**src/verilog/lmsc_pkg.sv**
```systemverilog
// shared constants and types for the led matrix scan and stack configuration block
package lmsc_pkg;
   localparam int          LMSC_LINES       = 16;
   localparam int          LMSC_LINE_W      = 4;
   localparam int          LMSC_MAX_DEV     = 4;
   localparam int          LMSC_FAULT_W     = 48;
   // register byte offsets
   localparam logic [11:0] LMSC_OFS_CFG     = 12'h000;
   localparam logic [11:0] LMSC_OFS_GAIN    = 12'h004;
   localparam logic [11:0] LMSC_OFS_TRIM    = 12'h008;
   localparam logic [11:0] LMSC_OFS_SCAN    = 12'h00C;
   localparam logic [11:0] LMSC_OFS_OPEN    = 12'h010;
   localparam logic [11:0] LMSC_OFS_WSHORT  = 12'h014;
   localparam logic [11:0] LMSC_OFS_SHORT   = 12'h018;
   localparam logic [11:0] LMSC_OFS_IRQ_ST  = 12'h01C;
   localparam logic [11:0] LMSC_OFS_IRQ_MSK = 12'h020;
   localparam logic [11:0] LMSC_OFS_FSEL    = 12'h024;
   // field positions in the configuration word
   localparam int          LMSC_CFG_SIZE_LSB = 0;
   localparam int          LMSC_CFG_REV_BIT  = 4;
   localparam int          LMSC_CFG_POS_LSB  = 8;
   localparam int          LMSC_CFG_RUN_BIT  = 12;
   localparam int          LMSC_CFG_LAST_LSB = 16;
   // values after reset
   localparam logic [2:0]  LMSC_GAIN_RST    = 3'h3;
   localparam logic [7:0]  LMSC_TRIM_RST    = 8'h7F;
   localparam logic [3:0]  LMSC_LAST_RST    = 4'hF;
   localparam logic [2:0]  LMSC_SIZE_RST    = 3'h0;
   // line step length in clock cycles
   localparam int          LMSC_STEP_CYC    = 64;
   // interrupt bits
   localparam int          LMSC_IRQ_OPEN    = 0;
   localparam int          LMSC_IRQ_WSHORT  = 1;
   localparam int          LMSC_IRQ_SHORT   = 2;
   localparam int          LMSC_IRQ_FRAME   = 3;
   localparam int          LMSC_IRQ_W       = 4;

   typedef enum logic [2:0] {
      LMSC_SZ_INDEP   = 3'b000,
      LMSC_SZ_TWO     = 3'b001,
      LMSC_SZ_THREE_A = 3'b010,
      LMSC_SZ_THREE_B = 3'b011,
      LMSC_SZ_THREE_C = 3'b100,
      LMSC_SZ_THREE_D = 3'b101,
      LMSC_SZ_FOUR    = 3'b110
   } lmsc_size_t;

   typedef struct packed {
      logic [7:0] red_group_trim;
      logic [7:0] green_group_trim;
      logic [7:0] blue_group_trim;
   } lmsc_trim_t;

   typedef struct packed {
      logic [2:0]  global_gain_code;
      lmsc_trim_t  trim;
   } lmsc_current_t;

   typedef struct packed {
      logic [LMSC_FAULT_W-1:0] open_flags;
      logic [LMSC_FAULT_W-1:0] wshort_flags;
      logic [LMSC_FAULT_W-1:0] short_flags;
   } lmsc_fault_t;
endpackage : lmsc_pkg

```
**src/verilog/lmsc_order.sv**
```systemverilog
// decode of matrix size select into device count and scan order slot
`timescale 1ns/1ps
module lmsc_order
   import lmsc_pkg::*;
(
   input  wire logic [2:0] matrix_size_select,
   input  wire logic [1:0] device_position,
   output logic            stacked,
   output logic [2:0]      device_count,
   output logic [1:0]      scan_slot
);
   always_comb begin
      stacked      = 1'b1;
      device_count = 3'h1;
      scan_slot    = 2'h0;
      case (matrix_size_select)
         LMSC_SZ_INDEP: begin
            stacked      = 1'b0;
            device_count = 3'h1;
            scan_slot    = 2'h0;
         end
         LMSC_SZ_TWO: begin
            device_count = 3'h2;
            scan_slot    = device_position;
         end
         LMSC_SZ_THREE_A, LMSC_SZ_THREE_C: begin
            device_count = 3'h3;
            scan_slot    = device_position;
         end
         LMSC_SZ_THREE_B, LMSC_SZ_THREE_D: begin
            // order 1,3,2: device 3 scans second, device 2 third
            device_count = 3'h3;
            case (device_position)
               2'h1:    scan_slot = 2'h2;
               2'h2:    scan_slot = 2'h1;
               default: scan_slot = device_position;
            endcase
         end
         LMSC_SZ_FOUR: begin
            device_count = 3'h4;
            scan_slot    = device_position;
         end
         default: begin
            stacked      = 1'b0;
            device_count = 3'h1;
            scan_slot    = 2'h0;
         end
      endcase
   end
endmodule : lmsc_order

```
**src/verilog/lmsc_fault_mem.sv**
```systemverilog
// small registered memory holding per-line fault words
`timescale 1ns/1ps
module lmsc_fault_mem
   import lmsc_pkg::*;
#(
   parameter int WIDTH = 3 * LMSC_FAULT_W,
   parameter int DEPTH = LMSC_LINES
) (
   input  wire logic                     pclk,
   input  wire logic                     presetn,
   input  wire logic                     wr_en,
   input  wire logic [$clog2(DEPTH)-1:0] wr_addr,
   input  wire logic [WIDTH-1:0]         wr_data,
   input  wire logic [$clog2(DEPTH)-1:0] rd_addr,
   output logic      [WIDTH-1:0]         rd_data
);
   logic [WIDTH-1:0] mem_reg [DEPTH];

   initial begin
      if (DEPTH < 2) $error("lmsc_fault_mem depth too small");
   end

   // cleared at reset so the or-merge never starts from unknown bits
   always_ff @(posedge pclk or negedge presetn) begin
      if (!presetn) begin
         for (int i = 0; i < DEPTH; i++) begin
            mem_reg[i] <= '0;
         end
      end else if (wr_en) begin
         mem_reg[wr_addr] <= mem_reg[wr_addr] | wr_data;
      end
   end

   always_ff @(posedge pclk or negedge presetn) begin
      if (!presetn) begin
         rd_data <= '0;
      end else begin
         rd_data <= mem_reg[rd_addr];
      end
   end
endmodule : lmsc_fault_mem

```
**src/verilog/lmsc_top.sv**
```systemverilog
// scan, stacking and current configuration logic with apb register file
`timescale 1ns/1ps
module lmsc_top
   import lmsc_pkg::*;
#(
   parameter int STEP_CYCLES = LMSC_STEP_CYC
) (
   input  wire logic                    pclk,
   input  wire logic                    presetn,
   input  wire logic                    psel,
   input  wire logic                    penable,
   input  wire logic                    pwrite,
   input  wire logic [11:0]             paddr,
   input  wire logic [31:0]             pwdata,
   input  wire logic [3:0]              pstrb,
   output logic      [31:0]             prdata,
   output logic                         pready,
   output logic                         pslverr,
   input  wire logic                    fault_valid,
   input  wire logic [LMSC_FAULT_W-1:0] fault_open,
   input  wire logic [LMSC_FAULT_W-1:0] fault_wshort,
   input  wire logic [LMSC_FAULT_W-1:0] fault_short,
   output logic      [LMSC_LINES-1:0]   line_switch,
   output logic                         data_sections_ac,
   output lmsc_current_t                current_cfg,
   output logic                         irq
);
   initial begin
      if (STEP_CYCLES < 2) $error("lmsc_top step length too short");
   end

   logic [2:0]             size_reg;
   logic                   rev_reg;
   logic [1:0]             pos_reg;
   logic                   run_reg;
   logic [LMSC_LINE_W-1:0] last_reg;
   logic [2:0]             gain_reg;
   lmsc_trim_t             trim_reg;
   logic [LMSC_IRQ_W-1:0]  irq_st_reg;
   logic [LMSC_IRQ_W-1:0]  irq_msk_reg;
   logic [LMSC_LINE_W-1:0] fsel_reg;
   logic [1:0]             slot_reg;
   logic [LMSC_LINE_W-1:0] step_reg;
   logic [$clog2(STEP_CYCLES)-1:0] tick_reg;
   logic                   step_en;
   logic                   stacked;
   logic [2:0]             dev_count;
   logic [1:0]             my_slot;
   logic                   wr_acc;
   logic                   rd_acc;
   logic                   addr_ok;
   logic [31:0]            wmask;
   logic [31:0]            rd_next;
   logic [3*LMSC_FAULT_W-1:0] fault_rd;
   logic [LMSC_IRQ_W-1:0]  irq_events;
   logic                   frame_end;

   function automatic logic known_addr(input logic [11:0] a);
      case (a)
         LMSC_OFS_CFG, LMSC_OFS_GAIN, LMSC_OFS_TRIM, LMSC_OFS_SCAN,
         LMSC_OFS_OPEN, LMSC_OFS_WSHORT, LMSC_OFS_SHORT,
         LMSC_OFS_IRQ_ST, LMSC_OFS_IRQ_MSK, LMSC_OFS_FSEL: known_addr = 1'b1;
         default: known_addr = 1'b0;
      endcase
   endfunction : known_addr

   // zero-wait-state slave: answers in the access cycle itself
   assign addr_ok = known_addr(paddr);
   assign wr_acc  = psel & penable & pwrite & addr_ok;
   assign rd_acc  = psel & ~penable & ~pwrite;

   always_comb begin
      wmask = '0;
      for (int i = 0; i < 4; i++) begin
         wmask[i*8 +: 8] = {8{pstrb[i]}};
      end
   end

   // pready and pslverr registered in setup so they stand for the access cycle
   always_ff @(posedge pclk or negedge presetn) begin
      if (!presetn) begin
         pready  <= 1'b0;
         pslverr <= 1'b0;
      end else begin
         pready  <= psel & ~penable;
         pslverr <= psel & ~penable & ~known_addr(paddr);
      end
   end

   lmsc_order u_order (
      .matrix_size_select (size_reg),
      .device_position    (pos_reg),
      .stacked            (stacked),
      .device_count       (dev_count),
      .scan_slot          (my_slot)
   );

   always_ff @(posedge pclk or negedge presetn) begin
      if (!presetn) begin
         size_reg <= LMSC_SIZE_RST;
         rev_reg  <= 1'b0;
         pos_reg  <= 2'h0;
         run_reg  <= 1'b0;
         last_reg <= LMSC_LAST_RST;
      end else if (wr_acc && paddr == LMSC_OFS_CFG) begin
         if (pstrb[0]) begin
            size_reg <= pwdata[LMSC_CFG_SIZE_LSB +: 3];
            rev_reg  <= pwdata[LMSC_CFG_REV_BIT];
         end
         if (pstrb[1]) begin
            pos_reg  <= pwdata[LMSC_CFG_POS_LSB +: 2];
            run_reg  <= pwdata[LMSC_CFG_RUN_BIT];
         end
         if (pstrb[2]) begin
            // software sets the last used step, leaving the top switches idle, or the bottom ones when stacked and reversed
            last_reg <= pwdata[LMSC_CFG_LAST_LSB +: LMSC_LINE_W];
         end
      end
   end

   always_ff @(posedge pclk or negedge presetn) begin
      if (!presetn) begin
         gain_reg <= LMSC_GAIN_RST;
      end else if (wr_acc && paddr == LMSC_OFS_GAIN && pstrb[0]) begin
         gain_reg <= pwdata[2:0];
      end
   end

   always_ff @(posedge pclk or negedge presetn) begin
      if (!presetn) begin
         trim_reg <= '{LMSC_TRIM_RST, LMSC_TRIM_RST, LMSC_TRIM_RST};
      end else if (wr_acc && paddr == LMSC_OFS_TRIM) begin
         if (pstrb[0]) trim_reg.blue_group_trim  <= pwdata[7:0];
         if (pstrb[1]) trim_reg.green_group_trim <= pwdata[15:8];
         if (pstrb[2]) trim_reg.red_group_trim   <= pwdata[23:16];
      end
   end

   // trim is applied on top of the common gain by the analog stage
   always_ff @(posedge pclk or negedge presetn) begin
      if (!presetn) begin
         current_cfg <= '{LMSC_GAIN_RST, '{LMSC_TRIM_RST, LMSC_TRIM_RST, LMSC_TRIM_RST}};
      end else begin
         current_cfg <= '{gain_reg, trim_reg};
      end
   end

   always_ff @(posedge pclk or negedge presetn) begin
      if (!presetn) begin
         fsel_reg <= '0;
      end else if (wr_acc && paddr == LMSC_OFS_FSEL && pstrb[0]) begin
         fsel_reg <= pwdata[LMSC_LINE_W-1:0];
      end
   end

   // step enable divider
   assign step_en = run_reg && (tick_reg == ($clog2(STEP_CYCLES))'(STEP_CYCLES - 1));

   always_ff @(posedge pclk or negedge presetn) begin
      if (!presetn) begin
         tick_reg <= '0;
      end else if (!run_reg || step_en) begin
         tick_reg <= '0;
      end else begin
         tick_reg <= tick_reg + 1'b1;
      end
   end

   // every chained device runs the same slot/step counters, so all agree on
   // which one drives; a device only drives while the slot is its own
   always_ff @(posedge pclk or negedge presetn) begin
      if (!presetn) begin
         step_reg <= '0;
         slot_reg <= 2'h0;
      end else if (!run_reg) begin
         step_reg <= '0;
         slot_reg <= 2'h0;
      end else if (step_en) begin
         if (step_reg >= last_reg) begin
            step_reg <= '0;
            if (!stacked || slot_reg == 2'(dev_count - 3'h1)) begin
               slot_reg <= 2'h0;
            end else begin
               slot_reg <= slot_reg + 2'h1;
            end
         end else begin
            step_reg <= step_reg + 1'b1;
         end
      end
   end

   assign frame_end = step_en && (step_reg >= last_reg) &&
                      (!stacked || slot_reg == 2'(dev_count - 3'h1));

   always_ff @(posedge pclk or negedge presetn) begin
      if (!presetn) begin
         line_switch <= '0;
      end else if (!run_reg || (stacked && slot_reg != my_slot)) begin
         line_switch <= '0;
      end else if (stacked && rev_reg) begin
         line_switch <= LMSC_LINES'(1) << (4'(LMSC_LINES - 1) - step_reg);
      end else begin
         line_switch <= LMSC_LINES'(1) << step_reg;
      end
   end

   // in the two-device stack the first device holds A and C, the second B and D
   always_ff @(posedge pclk or negedge presetn) begin
      if (!presetn) begin
         data_sections_ac <= 1'b1;
      end else begin
         data_sections_ac <= (size_reg != LMSC_SZ_TWO) || (pos_reg == 2'h0);
      end
   end

   // fault words are or-merged per active line so a short glitch is kept
   lmsc_fault_mem #(
      .WIDTH (3 * LMSC_FAULT_W),
      .DEPTH (LMSC_LINES)
   ) u_fault_mem (
      .pclk    (pclk),
      .presetn (presetn),
      .wr_en   (fault_valid),
      .wr_addr (step_reg),
      .wr_data ({fault_open, fault_wshort, fault_short}),
      .rd_addr (fsel_reg),
      .rd_data (fault_rd)
   );

   assign irq_events = {frame_end,
                        fault_valid & (|fault_short),
                        fault_valid & (|fault_wshort),
                        fault_valid & (|fault_open)};

   // set wins over a simultaneous write-one clear
   always_ff @(posedge pclk or negedge presetn) begin
      if (!presetn) begin
         irq_st_reg <= '0;
      end else if (wr_acc && paddr == LMSC_OFS_IRQ_ST && pstrb[0]) begin
         irq_st_reg <= (irq_st_reg & ~pwdata[LMSC_IRQ_W-1:0]) | irq_events;
      end else begin
         irq_st_reg <= irq_st_reg | irq_events;
      end
   end

   always_ff @(posedge pclk or negedge presetn) begin
      if (!presetn) begin
         irq_msk_reg <= '0;
      end else if (wr_acc && paddr == LMSC_OFS_IRQ_MSK && pstrb[0]) begin
         irq_msk_reg <= pwdata[LMSC_IRQ_W-1:0];
      end
   end

   always_ff @(posedge pclk or negedge presetn) begin
      if (!presetn) begin
         irq <= 1'b0;
      end else begin
         irq <= |(irq_st_reg & irq_msk_reg);
      end
   end

   // fault words come from the registered memory; fsel must settle a cycle early
   always_comb begin
      rd_next = '0;
      case (paddr)
         LMSC_OFS_CFG:     rd_next = 32'({last_reg, 3'h0, run_reg, 2'h0, pos_reg, 3'h0, rev_reg, 1'b0, size_reg});
         LMSC_OFS_GAIN:    rd_next = 32'(gain_reg);
         LMSC_OFS_TRIM:    rd_next = 32'(trim_reg);
         LMSC_OFS_SCAN:    rd_next = 32'({slot_reg, my_slot, stacked, step_reg});
         LMSC_OFS_OPEN:    rd_next = fault_rd[2*LMSC_FAULT_W +: 32];
         LMSC_OFS_WSHORT:  rd_next = fault_rd[LMSC_FAULT_W +: 32];
         LMSC_OFS_SHORT:   rd_next = fault_rd[0 +: 32];
         LMSC_OFS_IRQ_ST:  rd_next = 32'(irq_st_reg);
         LMSC_OFS_IRQ_MSK: rd_next = 32'(irq_msk_reg);
         LMSC_OFS_FSEL:    rd_next = 32'(fsel_reg);
         default:          rd_next = '0;
      endcase
   end

   always_ff @(posedge pclk or negedge presetn) begin
      if (!presetn) begin
         prdata <= '0;
      end else if (rd_acc) begin
         prdata <= rd_next & 32'hFFFFFFFF & ~(wmask & 32'h00000000);
      end
   end
endmodule : lmsc_top

```
**config.mk**
```make
export PLATFORM = sky130hd
export DESIGN_NAME = lmsc_top
export DESIGN_NICKNAME = d
export VERILOG_FILES = /design/src/verilog/lmsc_pkg.sv /design/src/verilog/lmsc_order.sv /design/src/verilog/lmsc_fault_mem.sv /design/src/verilog/lmsc_top.sv
export SDC_FILE = /design/constraint.sdc
export NUM_CORES = 2
export LEC_CHECK = 0
export BUFFER_PORTS_ARGS = -buffer_cell sky130_fd_sc_hd__buf_2
export CAP_MARGIN = 20
export CORE_MARGIN = 10
export CORE_UTILIZATION = 33
export CTS_CLUSTER_DIAMETER = 50
export DETAILED_ROUTE_END_ITERATION = 8
export PLACE_DENSITY_LB_ADDON = 0.12
export SLEW_MARGIN = 20
export SYNTH_ARGS = -nofsm -noshare
export SYNTH_HDL_FRONTEND = slang
export SYNTH_SLANG_ARGS = --single-unit
```
**constraint.sdc**
```tcl
create_clock -name pclk -period 3.5 [get_ports pclk]
set_input_delay 0.175 -clock pclk [delete_from_list [all_inputs] [get_ports pclk]]
set_output_delay 0.175 -clock pclk [all_outputs]
set_load 0.05 [all_outputs]
```
# Yosys cells after proc, flatten, opt, wreduce, memory -nomap -nowiden
# Cells that the tools add are included.
# W data, S select, Z words.
[totals]
word_cells = 162
register_bits = 2573
output_inout_bits = 79
input_bits = 198
[classes]
n_shift = 2
addsub = 5
n_mux = 26
n_lt_le_gt_ge = 4
n_eq_ne = 23
bitwise_logic = 20
n_reduce_logical = 40
[ops]
columns = ["cell", "count"]
rows = [
  ["$bwmux W2304", 1],
  ["$bmux W144 S4", 2],
  ["$demux W144 S4", 1],
  ["$mux W144", 3],
  ["$pmux W32 S10", 1],
  ["$mux W128", 2],
  ["$or A144 B144 Y144", 1],
  ["$reduce_or A48 Y1", 3],
  ["$eq A12 B5 Y1 const B", 4],
  ["$mux W16", 2],
  ["$shl A1 B4 Y16 const A", 2],
  ["$eq A12 B4 Y1 const B", 2],
  ["$eq A12 B6 Y1 const B", 2],
  ["$logic_and A1 B1 Y1", 16],
  ["$mux W4", 4],
  ["$reduce_and A2 Y1", 7],
  ["$eq A12 B3 Y1 const B", 1],
  ["$logic_not A12 Y1", 1],
  ["$reduce_or A4 Y1", 3],
  ["$ge A5 B5 Y1 const B", 2],
  ["$not A4 Y5", 2],
  ["$reduce_or A10 Y1", 1],
  ["$and A1 B1 Y1", 9],
  ["$eq A3 B3 Y1 const B", 3],
  ["other kinds (30)", 45],
]

# Depth between registers and ports, before layout
[depth]
depth_word = 10
ltp_mapped = 12
ltp_nobuf = 7

# Modules after synthesis
# From an unflattened synthesis, not the netlist that was laid out.
[hier_totals]
hier_cells = 8938
hier_area_um2 = 115383.2
[modules_own_cells]
columns = ["module", "seq_area_each_um2", "cells_per_inst", "area_per_inst_um2", "instances"]
rows = [
  ["lmsc_fault_mem", 61258.8, 8278, 108237.6, 1],
  ["lmsc_top", 3592.2, 634, 6959.2, 1],
  ["lmsc_order", 0.0, 26, 186.4, 1],
]

# Worst setup path before layout
# Ideal clock, no wire load.
[synth_timing]
path_kind = "register to register"
from = "register step_reg[0]"
to = "register step_reg[2]"
required_time_ns = 3.435
arrival_ns = 2.816
n_path_buf = 4
synth_period_minus_slack_ns = 2.881
stages_incl_launch_ff = 12
slack_ns = 0.619
setup_time_ns = 0.065
cell_sequence = "dfrtp_1 clkbuf_1 buf_2 buf_2 buf_2 inv_1 ha_1 nand2b_1 a2111oi_2 o21ai_0 nor3b_1 o21a_1"
[synth_between]
elab_chain_cells = 4
elab_cells_between_ends = 5
cone_classes = "1 x add/sub; 1 x order compare; 3 x mux"
[synth_lines]
columns = ["item", "line", "rtl"]
rows = [
  ["from (decl)", "lmsc_top.sv:43", "logic [LMSC_LINE_W-1:0] step_reg;"],
  ["from (signal assigned)", "lmsc_top.sv:187", "step_reg <= step_reg + 1'b1;"],
  ["$add A4 B1 Y4 or $ge A4 B4 Y1 (tied branches)", "lmsc_top.sv:187, lmsc_top.sv:179", ""],
  ["$mux W4 (*)", "lmsc_top.sv:179", "if (step_reg >= last_reg) begin"],
  ["$mux W4 (*)", "lmsc_top.sv:178", "end else if (step_en) begin"],
  ["$mux W4 (*)", "lmsc_top.sv:175", "end else if (!run_reg) begin"],
]
# Mark *: on every way between the ends. The rest lies on a longest branch, timed or not. The select of a mux whose other input is x is not followed.
# A chain may end at the register's enable or synchronous reset.

# Final worst setup path
[layout_timing]
from = "register step_reg[0]"
to = "register u_fault_mem.mem_reg[437] (netlist name)"
[layout_between]
elab_chain_cells = 6
elab_cells_between_ends = 11
cone_classes = "2 x order compare; 6 x mux; 2 x bitwise; 1 x reduce/logical"
[layout_lines]
columns = ["item", "line", "rtl"]
rows = [
  ["$not A4 Y5 (implied by the code) (*)", "lmsc_fault_mem.sv:30", "mem_reg[wr_addr] <= mem_reg[wr_addr] | wr_data;"],
  ["$ge A5 B5 Y1 (implied by the code) (tied with other cells)", "lmsc_fault_mem.sv:30", ""],
  ["$logic_and A1 B1 Y1 (implied by the code) or $mux W144 (tied branches)", "lmsc_fault_mem.sv:30", ""],
  ["$mux W144 (implied by the code)", "lmsc_fault_mem.sv:30", ""],
  ["$demux W144 S4 or $or A144 B144 Y144 (tied branches)", "lmsc_fault_mem.sv:30", ""],
  ["$bwmux W2304 (*)", "lmsc_fault_mem.sv:30", ""],
  ["to (signal, indexed assignment)", "lmsc_fault_mem.sv:30", ""],
  ["to (decl)", "lmsc_fault_mem.sv:17", "logic [WIDTH-1:0] mem_reg [DEPTH];"],
]
# Marks and branches as above.

==> results.ini <==
[setup_path]
end_kind=flip-flop
arrival_ns=3.95
crit_required_ns=4.21
criticalPathCategory=reg2reg
crit_path_max_fanout=48
cp-start-kind=flip-flop

[route]
vias=60420
first_pass_iters=6
drt-total-wl_um=288800
drtIter0Drc=4389
routed_via_density=5.361
drc_errors=0
wl_per_cell_um=25.63
antenna_left=0

[sta]
finalCritPeriodShare_pct=92.55
max_freq_mhz=308.7
setup_viol=0
finalHoldViolations=0
slew_viol_final=0
worst_pin_slew_ns=1.055
maxSlewHeadroom_pct=29.68
setup_tns_ns=0
rsz0062_at_grt=no
fin_skew_ns=0.03660
fin_crit_ns=3.239

[cts]
htreeDepth=4
numCtsBuffers=222
tritoncts=built
cts_buffer_depth=3
clock_latency_ns=0.89
clock-sinks=1773
cts.clk_slew.worst_paths_ns=0.06
root_buffer=clkbuf_16
postCtsSetupRepairBufs=0

[global_routing]
grt_pass1_vias=62120
grt_max_degree=115
grt_first_pass_wirelength_um=432300
gr-total-overflow=0
antenna_found_initial=19
grt_use_total_pct=20.12

[die]
rows=187
io_pins=277
start_util_pct=33.21
dieHeight_um=531.7
die_x_um=531.7
core_area_sq_um=260200
die-area_sq_um=282700

[pwr]
power.total_mw=60.53
leakagePower_nw=41.51
ir_worst_vdd_uv=493.4
power_density_nw_per_um2=589.2

[final_layout]
final_nets=7788
drive_gt1_share_pct=25.14
largest_reg_flops=1536
area_growth_pct=18.90

[placement]
gp_congestion=0.8238
dp_hpwl_um=181200
io_buffers=267

[synthesis]
synth-seq-area-share_pct=51.42
syn_area_per_cell_sq_um=11.82
synth_flop_cell=dfrtp_1
yosysTopAreaCell=dfrtp_1
async_flop_share_pct=100.0
synth_top_area_share_pct=49.87
yosysMostFrequentCell=dfrtp_1
yosys_warnings=0
syn_inst=7312
ys_ff_latch=1773
yosysUniqueCellTypes=70
syn_area_sq_um=86410
synth_edf_count=0
synth_commonest_cells=dfrtp_1, nand2_1, o21ai_0
syn-num-nets=7522
synthTopCellsByArea=dfrtp_1, mux4_2, o21ai_0

[job]
maxCapViolations=0

[worst_hold_path]
hold_path.class=in2reg

[outcome]
status=finished clean

## worst paths after layout
path                                         startpoint                                     to  slack [ns]  depth (start not counted)
worst max register to register  step_reg[0]$_DFFE_PN0N_   u_fault_mem.mem_reg[437]$_DFFE_PN0P_        0.26                          6
max in group asynchronous                       presetn   u_fault_mem.mem_reg[745]$_DFFE_PN0P_        2.54                          4
worst max-delay path            step_reg[0]$_DFFE_PN0N_   u_fault_mem.mem_reg[437]$_DFFE_PN0P_        0.26                          6
worst min-delay path                          pwdata[6]                trim_reg[6]$_DFFE_PN1P_        0.08                          3
min in group asynchronous                       presetn  u_fault_mem.mem_reg[1013]$_DFFE_PN0P_        0.10                          3
worst min register to register  gain_reg[0]$_DFFE_PN1P_              current_cfg[24]$_DFF_PN1_        0.38                          0
## report_power, final
| group | total [mW] | internal (mW) | switching, mW |
|---|---|---|---|
| Clock | 24.1 | 14.6 | 9.58 |
| Sequential | 24.5 | 22.6 | 1.90 |
| Combinational | 11.9 | 5.23 | 6.69 |
## routing by layer
layer | track usage [%] | vias to the layer above | routed length [um]
met3 | 2.717 | 413 | 13150
met2 | 32.43 | 1530 | 136700
met1 | 28.70 | 31340 | 131700
li1 | - | 27140 | -
met4 | 5.175 | 2 | 7334
met5 | 0 | - | 1
## worst max-delay path, cell delays in order (launching register included)
cell and delay [ns]:
dfrtp_4 0.72, inv_1 0.27, ha_1 0.40, nand4_1 0.76, buf_4 0.62, nand2_1 0.14, o21ai_0 0.10
## layout by cell type, fill, tap and decap left out, types with 22 or more instances in the layout
cell              n
clkbuf_8         40
buf_12          123
mux2_2           51
mux2i_1         114
o21ai_0        1188
buf_4           175
a22oi_1          22
nor4_1           41
and2_0           87
clkbuf_1         39
bufinv_16        25
dlygate4sd3_1   169
clkinv_2         29
nor2_1          428
nor2b_1         102
clkbuf_16       225
buf_2           266
nand2_1        1211
dfrtp_1        1715
dfstp_2          51
a21oi_1         499
mux4_2          865
## logic make-up after synthesis
group	synth area share, %
buf+inv	3.314
flops	51.42
fa+ha+maj	0.1737
compound gates	10.76
mux	24.61
simple gates	9.672
xor+xnor	0.05069
## layout make-up
cell class                 count  area [sq um]
antenna                        4         10.01
clock inverter               112          1436
tap                         3496          4374
multi-input combinational   4833         39260
clock buffer                 304          6327
inverter                      14         52.55
fill                       24820        157400
sequential                  1773         44460
timing repair buffer         734          6827
## through the flow
| step | area (sq um) | std cells | hold WS [ns] | util (%) | worst slack [ns] |
|---|---|---|---|---|---|
| after global placement | 93250 | 10680 | 0.1373 | 35.84 | 0.3919 |
| after floorplan | 86410 | 7312 | -0.1206 | - | 0.6187 |
| final | 102700 | 11270 | 0.08385 | 39.49 | 0.2609 |
| after global routing | 102700 | 11270 | 0.06137 | 39.49 | 0.1533 |
| after detailed placement | 93250 | 10680 | 0.1401 | 35.84 | 0.4004 |
| after CTS | 102700 | 11270 | 0.005741 | 39.49 | 0.3404 |
## timing repair
action | 4_1_cts | 5_1_grt
hold endpoints to repair | 2061 | 0
hold buffers | 170 | 0
gates resized for setup | 0 | 0
setup endpoints to repair | 0 | 0
Power figures use the tool's default switching activity.
